[src/include/cbq_pkg.sv]
package cbq_pkg;

  // table locations as printed (not multiples of four: each is an index, byte address = 4*index)
  localparam logic [9:0] IDX_BURST_FIELD_COUNT     = 10'h128;
  localparam logic [9:0] IDX_BURST_CAP_FIRST       = 10'h129;
  localparam logic [9:0] IDX_BURST_CAP_SECOND      = 10'h12a;
  localparam logic [9:0] IDX_BURST_CAP_THIRD       = 10'h12b;
  localparam logic [9:0] IDX_BURST_CAP_FOURTH      = 10'h12c;
  localparam logic [9:0] IDX_PARTITION_REGION_CNT  = 10'h12d;
  localparam logic [9:0] IDX_REGION_INFO_SIZE_LO   = 10'h12e;
  localparam logic [9:0] IDX_REGION_INFO_SIZE_HI   = 10'h12f;
  localparam logic [9:0] IDX_IDENT_PARTITIONS_LO   = 10'h130;
  localparam logic [9:0] IDX_IDENT_PARTITIONS_HI   = 10'h131;
  localparam logic [9:0] IDX_OPS_IN_PARTITION      = 10'h132;
  localparam logic [9:0] IDX_OPS_DURING_PROGRAM    = 10'h133;
  localparam logic [9:0] IDX_OPS_DURING_ERASE      = 10'h134;
  localparam logic [9:0] IDX_ERASE_REGION_TYPES    = 10'h135;
  localparam logic [9:0] IDX_TYPE1_BLOCK_COUNT_LO  = 10'h136;
  localparam logic [9:0] IDX_TYPE1_BLOCK_COUNT_HI  = 10'h137;
  localparam logic [9:0] IDX_TYPE1_BLOCK_SIZE_LO   = 10'h138;
  localparam logic [9:0] IDX_TYPE1_BLOCK_SIZE_HI   = 10'h139;

  // fixed contents
  localparam logic [7:0] VAL_BURST_FIELD_COUNT   = 8'h04;
  localparam logic [2:0] CODE_BURST_4            = 3'h1;
  localparam logic [2:0] CODE_BURST_8            = 3'h2;
  localparam logic [2:0] CODE_BURST_16           = 3'h3;
  localparam logic [2:0] CODE_BURST_CONTINUOUS   = 3'h7;
  localparam logic [7:0] VAL_PARTITION_REGIONS   = 8'h01;
  localparam logic [15:0] VAL_REGION_INFO_SIZE   = 16'h0000 + 16'h0000;
  localparam logic [15:0] VAL_IDENT_PARTITIONS   = 16'h0001;
  localparam logic [3:0] VAL_PART_PROG_OPS       = 4'h1;
  localparam logic [3:0] VAL_PART_ERASE_OPS      = 4'h1;
  localparam logic [3:0] VAL_PROG_OTHER_PROG     = 4'h1;
  localparam logic [3:0] VAL_PROG_OTHER_ERASE    = 4'h1;
  localparam logic [3:0] VAL_ERASE_OTHER_PROG    = 4'h1;
  localparam logic [3:0] VAL_ERASE_OTHER_ERASE   = 4'h1;
  localparam logic [7:0] VAL_ERASE_REGION_TYPES  = 8'h01;
  localparam logic [15:0] VAL_TYPE1_BLOCKS_M1    = 16'h01ff;
  localparam logic [15:0] VAL_TYPE1_SIZE_256     = 16'h0200;
  localparam logic [15:0] VAL_REGION_DESC_LOCS   = 16'h0020;

  localparam logic [31:0] RESET_RDATA = 32'h0000_0000;

  // ahb-lite encodings
  localparam logic [1:0] HTRANS_NONSEQ = 2'h2;
  localparam logic [1:0] HTRANS_SEQ    = 2'h3;

  typedef struct packed {
    logic        pending;
    logic [31:0] rdata;
  } cbq_state_s;

endpackage : cbq_pkg

[src/core/cbq_query_rom.sv]
`timescale 1ns/100ps
// Notes on behaviour
// burst codes: bits 2:0 hold n, burst is 2^(n+1) words; bits 7:3 zero
// code seven means unbounded linear burst to end of burstable space
// host may copy a code into read-config bits 2:0 at full width
// first burst location returns 01, four-word burst
// second burst location returns 02, eight-word burst
// third burst location returns 03, sixteen-word burst
// fourth burst location returns 07, continuous burst
// partition region count; zero would mean single partition, no fields
// two-location region descriptor size, counting itself
// two-location count of identical partitions in the region
// in-partition limits: program ops low nibble, erase ops high nibble
// other-partition ops while programming, program low, erase high nibble
// other-partition ops while erasing, program low, erase high nibble
// erase-block region count; zero means bulk erase only
// symmetric partition reports exactly one erase-block region
// type-1 descriptor bits 15:0 hold y, block count is y+1
// type-1 descriptor bits 31:16 hold z, block size z*256 bytes
// location before burst codes reports four configuration bytes
// reads have no side effect and always return the same low byte
module cbq_query_rom (
  input  wire logic        clk_sys,
  input  wire logic        rst_n,
  input  wire logic        hsel,
  input  wire logic [31:0] haddr,
  input  wire logic [1:0]  htrans,
  input  wire logic        hwrite,
  input  wire logic [2:0]  hsize,
  input  wire logic [31:0] hwdata,
  input  wire logic        hready,
  output logic             hreadyout,
  output logic             hresp,
  output logic [31:0]      hrdata
);

  // one table slot per location of the slice, in address order
  localparam int unsigned N_ENTRIES = 18;

  cbq_pkg::cbq_state_s  state_r;
  cbq_pkg::cbq_state_s  state_nxt;
  logic [7:0]           rom_byte;
  logic [9:0]           idx;
  // per-slot decode results and fixed bytes
  logic [N_ENTRIES-1:0] hit;
  logic [7:0]           entry_val [N_ENTRIES];

  // word index from the byte address; low two bits ignored for whole words
  // upper address bits are not decoded, so the slice repeats every 4 KB;
  // hsize and hwdata are unused: every access is taken as one whole word
  assign idx = haddr[11:2];

  // table map, by index (byte address is four times the index):
  //   128         number of burst configuration bytes that follow
  //   129 to 12c  burst length codes, shortest first
  //   12d         partition region count
  //   12e to 12f  size of the region descriptor, low byte first
  //   130 to 131  identical partitions in the region
  //   132         limits inside one partition
  //   133         limits on other partitions while one programs
  //   134         limits on other partitions while one erases
  //   135         erase-block region count
  //   136 to 137  type-1 erase block count minus one
  //   138 to 139  type-1 erase block size in 256-byte units
  // reserved bits of every code byte are zero
  // every other index reads zero, so a host probing past the slice sees
  // an empty field rather than stale data

  // number of burst configuration bytes that follow
  // a zero here would tell the host there is no burst support at all
  cbq_rom_entry #(
    .IDX (cbq_pkg::IDX_BURST_FIELD_COUNT),
    .VAL (cbq_pkg::VAL_BURST_FIELD_COUNT)
  ) u_burst_field_count (
    .idx   (idx),
    .hit   (hit[0]),
    .value (entry_val[0])
  );

  // shortest burst code; bits 7:3 stay zero
  // the host may copy bits 2:0 straight into its read configuration
  cbq_rom_entry #(
    .IDX (cbq_pkg::IDX_BURST_CAP_FIRST),
    .VAL ({5'h00, cbq_pkg::CODE_BURST_4})
  ) u_burst_cap_first (
    .idx   (idx),
    .hit   (hit[1]),
    .value (entry_val[1])
  );

  // second burst code, eight words
  // same layout as the first, only the code differs
  cbq_rom_entry #(
    .IDX (cbq_pkg::IDX_BURST_CAP_SECOND),
    .VAL ({5'h00, cbq_pkg::CODE_BURST_8})
  ) u_burst_cap_second (
    .idx   (idx),
    .hit   (hit[2]),
    .value (entry_val[2])
  );

  // third burst code, sixteen words
  // same layout as the first, only the code differs
  cbq_rom_entry #(
    .IDX (cbq_pkg::IDX_BURST_CAP_THIRD),
    .VAL ({5'h00, cbq_pkg::CODE_BURST_16})
  ) u_burst_cap_third (
    .idx   (idx),
    .hit   (hit[3]),
    .value (entry_val[3])
  );

  // fourth burst code: all ones in bits 2:0 means an endless linear burst
  // that runs until the burst counter reaches the end of burstable space
  cbq_rom_entry #(
    .IDX (cbq_pkg::IDX_BURST_CAP_FOURTH),
    .VAL ({5'h00, cbq_pkg::CODE_BURST_CONTINUOUS})
  ) u_burst_cap_fourth (
    .idx   (idx),
    .hit   (hit[4]),
    .value (entry_val[4])
  );

  // partition region count
  // non-zero, so the region descriptor below is present
  cbq_rom_entry #(
    .IDX (cbq_pkg::IDX_PARTITION_REGION_CNT),
    .VAL (cbq_pkg::VAL_PARTITION_REGIONS)
  ) u_partition_region_count (
    .idx   (idx),
    .hit   (hit[5]),
    .value (entry_val[5])
  );

  // descriptor size, low byte
  // counted in locations and including this size field itself
  cbq_rom_entry #(
    .IDX (cbq_pkg::IDX_REGION_INFO_SIZE_LO),
    .VAL (cbq_pkg::VAL_REGION_DESC_LOCS[7:0])
  ) u_region_info_size_low (
    .idx   (idx),
    .hit   (hit[6]),
    .value (entry_val[6])
  );

  // descriptor size, high byte
  // split over two locations because each location carries one byte
  cbq_rom_entry #(
    .IDX (cbq_pkg::IDX_REGION_INFO_SIZE_HI),
    .VAL (cbq_pkg::VAL_REGION_DESC_LOCS[15:8])
  ) u_region_info_size_high (
    .idx   (idx),
    .hit   (hit[7]),
    .value (entry_val[7])
  );

  // identical partitions in the region, low byte
  // one 16-bit count spread over two locations
  cbq_rom_entry #(
    .IDX (cbq_pkg::IDX_IDENT_PARTITIONS_LO),
    .VAL (cbq_pkg::VAL_IDENT_PARTITIONS[7:0])
  ) u_identical_partitions_low (
    .idx   (idx),
    .hit   (hit[8]),
    .value (entry_val[8])
  );

  // identical partitions in the region, high byte
  // upper half of the same count
  cbq_rom_entry #(
    .IDX (cbq_pkg::IDX_IDENT_PARTITIONS_HI),
    .VAL (cbq_pkg::VAL_IDENT_PARTITIONS[15:8])
  ) u_identical_partitions_high (
    .idx   (idx),
    .hit   (hit[9]),
    .value (entry_val[9])
  );

  // limits inside one partition
  // program count in the low nibble, erase count in the high nibble
  cbq_rom_entry #(
    .IDX (cbq_pkg::IDX_OPS_IN_PARTITION),
    .VAL ({cbq_pkg::VAL_PART_ERASE_OPS, cbq_pkg::VAL_PART_PROG_OPS})
  ) u_ops_in_partition (
    .idx   (idx),
    .hit   (hit[10]),
    .value (entry_val[10])
  );

  // what other partitions may run while one of this region programs
  // program count in the low nibble, erase count in the high nibble
  cbq_rom_entry #(
    .IDX (cbq_pkg::IDX_OPS_DURING_PROGRAM),
    .VAL ({cbq_pkg::VAL_PROG_OTHER_ERASE, cbq_pkg::VAL_PROG_OTHER_PROG})
  ) u_ops_during_program (
    .idx   (idx),
    .hit   (hit[11]),
    .value (entry_val[11])
  );

  // what other partitions may run while one of this region erases
  // program count in the low nibble, erase count in the high nibble
  cbq_rom_entry #(
    .IDX (cbq_pkg::IDX_OPS_DURING_ERASE),
    .VAL ({cbq_pkg::VAL_ERASE_OTHER_ERASE, cbq_pkg::VAL_ERASE_OTHER_PROG})
  ) u_ops_during_erase (
    .idx   (idx),
    .hit   (hit[12]),
    .value (entry_val[12])
  );

  // erase-block region count
  // the partition is symmetrically blocked, so exactly one region
  cbq_rom_entry #(
    .IDX (cbq_pkg::IDX_ERASE_REGION_TYPES),
    .VAL (cbq_pkg::VAL_ERASE_REGION_TYPES)
  ) u_erase_region_types (
    .idx   (idx),
    .hit   (hit[13]),
    .value (entry_val[13])
  );

  // type-1 block count minus one, low byte
  // stored as y so that the full 16-bit range maps to 1 .. 65536 blocks
  cbq_rom_entry #(
    .IDX (cbq_pkg::IDX_TYPE1_BLOCK_COUNT_LO),
    .VAL (cbq_pkg::VAL_TYPE1_BLOCKS_M1[7:0])
  ) u_type1_block_count_low (
    .idx   (idx),
    .hit   (hit[14]),
    .value (entry_val[14])
  );

  // type-1 block count minus one, high byte
  // bits 15:8 of the same y
  cbq_rom_entry #(
    .IDX (cbq_pkg::IDX_TYPE1_BLOCK_COUNT_HI),
    .VAL (cbq_pkg::VAL_TYPE1_BLOCKS_M1[15:8])
  ) u_type1_block_count_high (
    .idx   (idx),
    .hit   (hit[15]),
    .value (entry_val[15])
  );

  // type-1 block size in 256-byte units, low byte
  // descriptor bits 23:16 of the four-location field
  cbq_rom_entry #(
    .IDX (cbq_pkg::IDX_TYPE1_BLOCK_SIZE_LO),
    .VAL (cbq_pkg::VAL_TYPE1_SIZE_256[7:0])
  ) u_type1_block_size_low (
    .idx   (idx),
    .hit   (hit[16]),
    .value (entry_val[16])
  );

  // type-1 block size in 256-byte units, high byte
  // descriptor bits 31:24 of the four-location field
  cbq_rom_entry #(
    .IDX (cbq_pkg::IDX_TYPE1_BLOCK_SIZE_HI),
    .VAL (cbq_pkg::VAL_TYPE1_SIZE_256[15:8])
  ) u_type1_block_size_high (
    .idx   (idx),
    .hit   (hit[17]),
    .value (entry_val[17])
  );

  // pick the matching slot; indices are distinct, so at most one hit is set
  // and unmapped or reserved positions fall through to zero
  always_comb begin
    rom_byte = 8'h00;
    for (int k = 0; k < N_ENTRIES; k++) begin
      if (hit[k]) begin
        rom_byte = entry_val[k];
      end
    end
  end

  // capture on a valid address phase; writes are accepted and dropped (table is fixed)
  // the byte is latched in the address phase so hrdata is a flip-flop output
  // and stands through the whole data phase with no wait state
  always_comb begin
    state_nxt         = state_r;
    state_nxt.pending = 1'b0;
    if (hsel && hready && htrans[1]) begin
      state_nxt.pending = 1'b1;
      state_nxt.rdata   = hwrite ? 32'h0000_0000 : {24'h00_0000, rom_byte};
    end
  end

  always_ff @(posedge clk_sys or negedge rst_n) begin
    if (!rst_n) begin
      state_r <= '{pending: 1'b0, rdata: cbq_pkg::RESET_RDATA};
    end else begin
      state_r <= state_nxt;
    end
  end

  // zero wait states, always okay; data comes from a flip-flop
  assign hreadyout = 1'b1;
  assign hresp     = 1'b0;
  assign hrdata    = state_r.rdata;

endmodule : cbq_query_rom

// one table location: flags a match on its own index and carries its fixed byte
// kept as a tiny module so every location is built and checked the same way
module cbq_rom_entry #(
  parameter logic [9:0] IDX = 10'h000,
  parameter logic [7:0] VAL = 8'h00
) (
  input  wire logic [9:0] idx,
  output logic            hit,
  output logic [7:0]      value
);

  // pure decode, no storage: a read never changes anything here
  assign hit = (idx == IDX);

  // the byte is a constant, so repeated reads cannot differ
  assign value = VAL;

endmodule : cbq_rom_entry

[config.mk]
export PLATFORM = sky130hd
export DESIGN_NAME = cbq_query_rom
export DESIGN_NICKNAME = d
export VERILOG_FILES = /design/src/include/cbq_pkg.sv /design/src/core/cbq_query_rom.sv
export SDC_FILE = /design/constraint.sdc
export NUM_CORES = 1
export LEC_CHECK = 0
export ABC_AREA = 1
export BUFFER_PORTS_ARGS = -buffer_cell sky130_fd_sc_hd__buf_2
export CAP_MARGIN = 0
export CORE_AREA = 2 2 95 97
export CTS_BUF_LIST = sky130_fd_sc_hd__clkbuf_8
export DETAILED_ROUTE_END_ITERATION = 8
export DIE_AREA = 0 0 97 99
export PLACE_DENSITY = 0.77
export SLEW_MARGIN = 10
export SYNTH_ARGS = -nofsm -noshare
export SYNTH_HDL_FRONTEND = slang
export SYNTH_HIERARCHICAL = 1
export SYNTH_SLANG_ARGS = --single-unit
[constraint.sdc]
create_clock -name clk_sys -period 0.8 [get_ports clk_sys]
set_input_delay 0 -clock clk_sys [delete_from_list [all_inputs] [get_ports clk_sys]]
set_output_delay 0 -clock clk_sys [all_outputs]
set_load 0.01 [all_outputs]
Word level (Yosys, flattened, before mapping)
Index checks and enable logic that the tools add are counted.

Add/sub/neg operators: 0. Multiply operators: 0. Divide/modulo/power cells: 0. Magnitude comparators: 0. Equal/unequal tests: 18. Shift operators: 0. Multiplexer cells: 19. Bitwise operators: 0. Reduce and logical (&&, ||, !) cells: 2.

Operator list (number): $eq A10 B9 Y1 const B (18); $mux W8 (17); $mux W3 (2); $logic_and A1 B1 Y1 (2).

Register bits: 32. Bits in latches: 0. Bits in writable memories: 0. ROM bits: 0. Input port bits: 74. Output and inout port bits: 34. Logic and storage cells: 40. Memories kept: 0.

Depth between registers and ports, before layout
Gate-level depths: netlist of the first run.

Word-level depth: 20. Mapped depth: 26. Mapped depth without buffers: 25.

Modules after synthesis
The synthesis of the first run kept the hierarchy.

Modules (own cells, without submodules): cbq_query_rom (instances 1, cells each 418, area each 2306.0 um2, seq. area each 200.2 um2); cbq_rom_entry at u_burst_cap_first ... (instances 6, cells each 19, area each 106.4 um2, seq. area each 0.0 um2); cbq_rom_entry at u_partition_region_count ... (instances 2, cells each 19, area each 107.6 um2, seq. area each 0.0 um2); cbq_rom_entry at u_identical_partitions_low ... (instances 2, cells each 19, area each 103.8 um2, seq. area each 0.0 um2); cbq_rom_entry at u_burst_field_count ... (instances 2, cells each 18, area each 100.1 um2, seq. area each 0.0 um2); cbq_rom_entry at u_ops_in_partition (instances 1, cells each 19, area each 108.9 um2, seq. area each 0.0 um2); cbq_rom_entry at u_identical_partitions_high (instances 1, cells each 18, area each 105.1 um2, seq. area each 0.0 um2); cbq_rom_entry at u_region_info_size_high (instances 1, cells each 18, area each 103.8 um2, seq. area each 0.0 um2); cbq_rom_entry at u_type1_block_count_low (instances 1, cells each 18, area each 102.6 um2, seq. area each 0.0 um2); cbq_rom_entry at u_burst_cap_fourth (instances 1, cells each 18, area each 101.3 um2, seq. area each 0.0 um2); cbq_rom_entry at u_type1_block_size_low (instances 1, cells each 17, area each 96.3 um2, seq. area each 0.0 um2).

Least setup slack after synthesis of the first run
Ideal clock, no wire load.

Path kind: input to register. Start: in haddr[11]. End: reg state_r, in the netlist hrdata[6]. Arrival time: 1.493 ns. Required time: 0.684 ns. Path slack: -0.810 ns. Cell stages on the path: 23. Cells stage by stage: nor2_1 > nand3_1 > nor2_1 > inv_2 > buf_6 > nor2_2 > nor2_1 > nand2_1 > nand2_1 > nand2_1 > nand3_1 > nand3_1 > nand3_1 > nand3_1 > nand3_1 > nand3_1 > nand3_1 > nand3_1 > nand2_1 > nand2_1 > nand2_1 > nand2_1 > nand2_1.

Longest elaborated chain between the ends: 17.

RTL lines: from (decl) (line cbq_query_rom.sv:26) `input wire logic [31:0] haddr,`; $eq A10 B9 Y1 (line cbq_query_rom.sv:317) `assign hit = (idx == IDX);`; net hit[3] (line cbq_query_rom.sv:45) `logic [N_ENTRIES-1:0] hit;`; $mux W8 (15 in series) (line cbq_query_rom.sv:272) `if (hit[k]) begin`; $mux W8 (line cbq_query_rom.sv:286) `state_nxt.rdata = hwrite ? 32'h0000_0000 : {24'h00_0000, rom_byte};`; to (signal assigned) (line cbq_query_rom.sv:292) `state_r <= '{pending: 1'b0, rdata: cbq_pkg::RESET_RDATA};`; to (signal assigned) (line cbq_query_rom.sv:294) `state_r <= state_nxt;`; to (decl) (line cbq_query_rom.sv:40) `cbq_pkg::cbq_state_s state_r;`.

The timed path passes the listed nets, and every way through them passes these cells. A chain may end at the register's enable or synchronous reset.

Worst setup path after layout of the first run
Start: in haddr[9]. End: reg state_r, in the netlist hrdata[2].

RTL lines (line): $eq A10 B9 Y1 (cbq_query_rom.sv:317); net hit[6] (cbq_query_rom.sv:45); $mux W8 (12 in series) (cbq_query_rom.sv:272); $mux W8 (cbq_query_rom.sv:286).

The timed path passes the listed nets, and every way through them passes these cells.

==> results of run 1 <==
## metal layers
layer / vias to the layer above / global-route usage / wire (um)
li1: 2020 / - / -
met1: 1563 / 0.201 / 3630
met2: 75 / 0.288 / 3810
met3: 4 / 0.00355 / 261
met4: 0 / 0.0206 / 21
met5: - / 0 / 0
## repair_timing
item / 4_1_cts / 5_1_grt
hold buffers: 1 / 0
resized for setup: 57 / 51
endpoints found under the hold margin: 8 / 0
setup buffers: 10 / 3
gates cloned: 2 / 1
setup endpoints to repair: 8 / 8
pin swaps: 31 / 51
## layout make-up
class,instances,share of cell area
Timing Repair Buffer,86,0.175
Tap cell,108,0.0310
Clock buffer,3,0.00947
Multi-Input combinational cell,606,0.662
Sequential cell,8,0.0459
Inverter,79,0.0769
## metrics by stage
stage          TNS [ps]  hold WS [ps]  area [um^2]  setup slack (ps)  std cells
6_report          -7880           152         4360             -1040        890
5_1_grt           -9870           164         4360             -1360        890
4_1_cts           -7550           147         4130              -972        887
3_5_place_dp      -9940          -149         3800             -1320        871
3_3_place_gp      -9770          -149         3800             -1280        871
2_1_floorplan     -5870          -296         4720              -775        888
## kinds of logic (layout without fill, tap and decap cells)
logic type	after synthesis	count (layout)	synth area share
AND/OR/NAND/NOR	387	387	0.418
buffers and inverters	274	168	0.445
flip-flops	8	8	0.0478
AO/OA/AOI/OAI	49	49	0.0586
other	34	170	0.0305
## final timing paths
kind / start / end / depth (start not counted)
worst max-delay path: haddr[9] / hrdata[2] / 22
worst min-delay path: rst_n / hrdata[6] / 2
max in group asynchronous: rst_n / hrdata[5] / 2
worst min register to register: hrdata[4] / hrdata[4] / 2
worst max register to register: hrdata[2] / hrdata[2] / 2
min in group clk_sys: hready / hrdata[5] / 5
## power breakdown
| group | switching, W | internal (W) | total [W] |
|---|---|---|---|
| logic | 0.000486 | 0.000287 | 0.000773 |
| clock network | 0.000146 | 0.000325 | 0.000471 |
| registers | 0.00000249 | 0.000411 | 0.000413 |
## cells in the final DEF (no fill, tap or decap), types with 3 or more instances in the layout
| cell | count |
|---|---|
| nand4_1 | 4 |
| dfrtp_1 | 8 |
| nand2_2 | 7 |
| buf_2 | 14 |
| buf_6 | 14 |
| inv_2 | 7 |
| a21oi_1 | 49 |
| nor2_1 | 58 |
| nand2_1 | 143 |
| nor2_4 | 11 |
| buf_12 | 6 |
| conb_1 | 170 |
| nand3_1 | 77 |
| nand3b_1 | 3 |
| nand3_2 | 32 |
| buf_8 | 3 |
| clkbuf_8 | 3 |
| nor2_2 | 19 |
| buf_4 | 47 |
| or2_2 | 32 |
| inv_1 | 66 |
## cell usage after synthesis
cell type,n,area share
a21oi_1,49,0.059
buf_2,3,0.0036
buf_4,172,0.31
buf_6,8,0.022
bufbuf_8,1,0.0045
bufinv_8,1,0.0042
clkbuf_2,3,0.0036
clkbuf_8,7,0.023
clkdlybuf4s25_2,1,0.0024
clkinv_4,1,0.0021
conb_1,34,0.030
dfrtp_1,8,0.048
inv_1,71,0.064
inv_2,4,0.0036
inv_6,1,0.0021
inv_8,1,0.0027
nand2_1,150,0.13
nand3_1,107,0.13
nand3_2,2,0.0048
nand3b_1,3,0.0054
nand4_1,4,0.0060
nor2_1,72,0.065
nor2_2,15,0.022
nor2_4,1,0.0027
or2_1,1,0.0015
or2_2,32,0.048
==> impl_metrics.py, run 1 <==
metrics = {
    "setup_path": {
        "path_buf_inv": 4,
        "cpMostUsedCell": "nand2_1",
        "cp.arrival_ps": 1950,
        "crit_type": "in -> reg",
        "start_kind": "input port",
        "critical_path.slowest_cell": "buf_4",
        "cp_cell_sequence": "buf_8, buf_6, buf_4, nor2_1, nand3_1, nor2_1, buf_4, a21oi_1, nand2_1, nand3_2, nand3_2, nand3_1, nand3_1, nand3_1, nand3_1, nand3_2, nand3_2, nand2_1, nand2_1, nand2_1, nand2_1, nand2_1",
        "critPathTopFamily": "simple AND/OR/NAND/NOR gates",
        "cp_max_fo": 13,
        "slowest_delay_ps": 190,
        "r2r_slack_ps": 180,
        "end_kind": "flip-flop",
        "cp.required_ps": 910,
    },
    "placed_design": {
        "gp_congestion": 0.843,
        "place_hpwl_um": 5170,
        "io_buffers": 23,
    },
    "run_status": {
        "status": "finished with violations",
        "violations": "setup timing",
    },
    "final_layout": {
        "nFillCells": 812,
        "utilization": 0.510,
        "drive_gt1_frac": 0.258,
        "seq_area_um2": 200,
        "antenna_cells": 0,
        "nNetsFinal": 858,
        "largest_reg_flops": 8,
        "syn_to_final_growth_pct": 4.16,
        "multiInputGateArea_mm2": 0.00288,
    },
    "floorplanning": {
        "num_io_pins": 108,
        "die_w_um": 97,
        "die_area_mm2": 0.00960,
        "start_util": 0.489,
        "die_h_um": 99,
        "core-area_mm2": 0.00855,
        "fp-row-count": 34,
    },
    "cts": {
        "cts_inserted_buffers": 3,
        "clk_pin_slew_ps": 40,
        "root_buffer": "clkbuf_8",
        "cts_tree": "yes",
        "clockBufferDepth": 2,
        "cts.sinks": 8,
        "insertion_delay_ps": 220,
        "h-tree-depth": 1,
    },
    "timing": {
        "fmax_mhz": 544,
        "fin_crit_sh": 2.30,
        "finalHoldViolCount": 0,
        "period_minus_slack_ps": 1840,
        "finalMaxSlewViolations": 0,
        "fin_skew_ps": 0,
        "final-setup-viol-count": 8,
        "rsz0062_at_grt": "yes",
        "setup_slack_ps": -1040,
    },
    "logic_synthesis": {
        "syn_area_per_cell_um2": 5.57,
        "synth_warnings": 6,
        "seq_area_frac_synth": 0.0478,
        "ys_ff_latch": 8,
        "synth.distinct_cells": 26,
        "synth_cells": 752,
        "syn_area_mm2": 0.00419,
    },
    "power": {
        "p_per_area_mw_per_mm2": 380,
        "p_total_w": 0.00166,
        "peakVddDrop_uv": 853,
        "power_leakage_nw": 2.44,
    },
    "grt": {
        "grt_pass1_wl_um": 13200,
        "grt_pass1_vias": 3248,
        "grt_max_degree": 17,
        "grt.overflow.total": 0,
        "antenna_found_initial": 0,
        "grt_use_total": 0.153,
    },
    "worst_hold_path": {
        "hold_class": "in -> async",
    },
    "drt": {
        "dr.pass1.iters": 4,
        "vias_per_cell": 4.11,
        "wl_per_cell_um": 8.68,
        "postRouteAntennaNets": 0,
        "route.detailed.drc": 0,
        "drt_wl_total_um": 7730,
        "drtIter0Drc": 126,
        "num_vias": 3662,
    },
    "run": {
        "cap_violations": 0,
    },
}
Power figures use the tool's default switching activity.
==> inputs of run 2 (changes only) <==
Settings changed: RECOVER_POWER from default to 50, SKIP_CTS_REPAIR_TIMING from default to 1.
==> run 2 against run 1 <==
  * The run still ends with setup timing left
  * Critical path depth up 4
  * Worst hold slack better by 58 ps
  * Die area did not move
  * Wire length is 1.8% lower
  * Sequential power is essentially flat
  * Clock skew did not move
  * Clock power hardly changed
  * Fmax shrank 2.3%
  * Critical endpoint is now hrdata[4]
==> impl_metrics.py, run 2 (synthesis results as in run 1) <==
metrics = {
    "timing": {
        "fmax_mhz": 532,
        "finalMaxSlewViolations": 0,
        "setup_slack_ps": -1080,
        "holdWs_ps": 210,
        "period_minus_slack_ps": 1880,
        "finalSetupTns_ps": -7710,
        "finalHoldViolCount": 0,
        "fin_skew_ps": 0,
        "rsz0062_at_grt": "yes",
        "final-setup-viol-count": 8,
        "fin_crit_sh": 2.35,
    },
    "drt": {
        "drt_wl_total_um": 7580,
        "vias_per_cell": 4.11,
        "postRouteAntennaNets": 0,
        "drtIter0Drc": 111,
        "wl_per_cell_um": 8.59,
        "num_vias": 3630,
        "route.detailed.drc": 0,
        "dr.pass1.iters": 4,
    },
    "final_layout": {
        "drive_gt1_frac": 0.270,
        "nFillCells": 826,
        "utilization": 0.507,
        "final_common_cell": "conb_1",
        "largest_reg_flops": 8,
        "syn_to_final_growth_pct": 3.53,
        "nNetsFinal": 851,
        "fin_area_mm2": 0.00433,
        "antenna_cells": 0,
        "final_cell_mix": "conb_1 (170), nand2_1 (143), inv_1 (68)",
    },
    "grt": {
        "grt_pass1_wl_um": 12200,
        "grt.overflow.total": 0,
        "antenna_found_initial": 0,
        "grt_max_degree": 17,
        "grt_pass1_vias": 3067,
        "grt_use_total": 0.140,
    },
    "placed_design": {
        "io_buffers": 23,
        "place_hpwl_um": 5170,
        "place_area_mm2": 0.00380,
        "pre_cts_ws_ps": -1320,
        "gp_congestion": 0.843,
    },
    "floorplanning": {
        "fp-row-count": 34,
        "die_w_um": 97,
        "core-area_mm2": 0.00855,
        "num_io_pins": 108,
        "die_h_um": 99,
        "die_area_mm2": 0.00960,
        "start_util": 0.489,
    },
    "run_status": {
        "status": "finished with violations",
        "violations": "setup timing",
    },
    "cts": {
        "root_buffer": "clkbuf_8",
        "clk_pin_slew_ps": 40,
        "cts_tree": "yes",
        "clockBufferDepth": 2,
        "cts.sinks": 8,
        "cts_inserted_buffers": 3,
        "h-tree-depth": 1,
        "insertion_delay_ps": 220,
    },
    "setup_path": {
        "worstReg2RegEnd": "hrdata[2]",
        "cp.required_ps": 910,
        "reg2reg_depth": 2,
        "cp.arrival_ps": 1990,
        "cp_max_fo": 5,
        "r2r_start": "hrdata[2]",
        "start_kind": "input port",
        "crit_type": "in -> reg",
        "end_kind": "flip-flop",
        "cp-endpoint": "hrdata[4]",
        "r2r_slack_ps": 180,
        "crit_start": "haddr[2]",
    },
    "run": {
        "cap_violations": 0,
    },
    "power": {
        "p_per_area_mw_per_mm2": 369,
        "peakVddDrop_uv": 854,
        "power_leakage_nw": 2.45,
    },
    "worst_hold_path": {
        "hold_class": "in -> reg",
    },
}
-- run 2: changes by cell type in the layout (fill, tap and decap cells not counted), sizes merged --
cell	delta
buf	-7
-- run 2: area by class of cell --
type / count / area (um^2) / share of cell area
inverter: 79 / 335 / 0.0774
multi-input combinational: 606 / 2970 / 0.686
tap: 108 / 135 / 0.0312
clock buffer: 3 / 41.3 / 0.00953
timing repair buffer: 79 / 649 / 0.150
sequential: 8 / 200 / 0.0462
-- run 2: report_power, final --
group / internal, W / total [W] / switching [W]
Sequential: 0.000411 / 0.000413 / 0.00000255
Combinational: 0.000246 / 0.000717 / 0.000470
Clock: 0.000325 / 0.000469 / 0.000144
Total: 0.000982 / 0.00160 / 0.000617
-- run 2: worst min-delay path by stage --
| stage | from | to | depth (start not counted) |
|---|---|---|---|
| 2_1_floorplan | rst_n | hrdata[0] | 0 |
| 3_3_place_gp | rst_n | hrdata[6] | 1 |
| 3_5_place_dp | rst_n | hrdata[2] | 1 |
| 4_1_cts | rst_n | hrdata[6] | 1 |
| 5_1_grt | hready | hrdata[4] | 5 |
| 6_report | hready | hrdata[0] | 5 |
-- run 2: critical path, cell delays in order --
cell and delay (ps):
buf_8 90, inv_2 30, nor2_2 100, nand3_2 100, nor2_4 130, buf_6 150
buf_6 110, nand2_4 40, nand3_2 60, nand3_2 60, nand2_1 70, nand2_1 60
nand2_1 100, nand3_2 80, nand3_2 90, nand3_2 70, nand3_2 80, nand3_2 60
nand3_2 80, nand3_2 70, nand3_2 80, nand2_1 50, nand2_1 60, nand2_1 60
nand2_1 60, nand2_1 50
-- run 2: layer usage --
layer | vias to the layer above | GRT usage | part of all wire | wire [um]
met5 | - | 0 | 0 | 0
met4 | 0 | 0.0184 | 0.0029 | 22
met3 | 4 | 0.00284 | 0.025 | 193
met2 | 58 | 0.254 | 0.49 | 3740
met1 | 1563 | 0.192 | 0.48 | 3620
li1 | 2005 | - | - | -
-- run 2: through the flow --
stage,total power [W],std cells
after floorplan,0.00136,888
after global placement,0.00101,871
after detailed placement,0.00102,871
after CTS,0.00150,874
after global routing,0.00173,883
final,0.00160,883
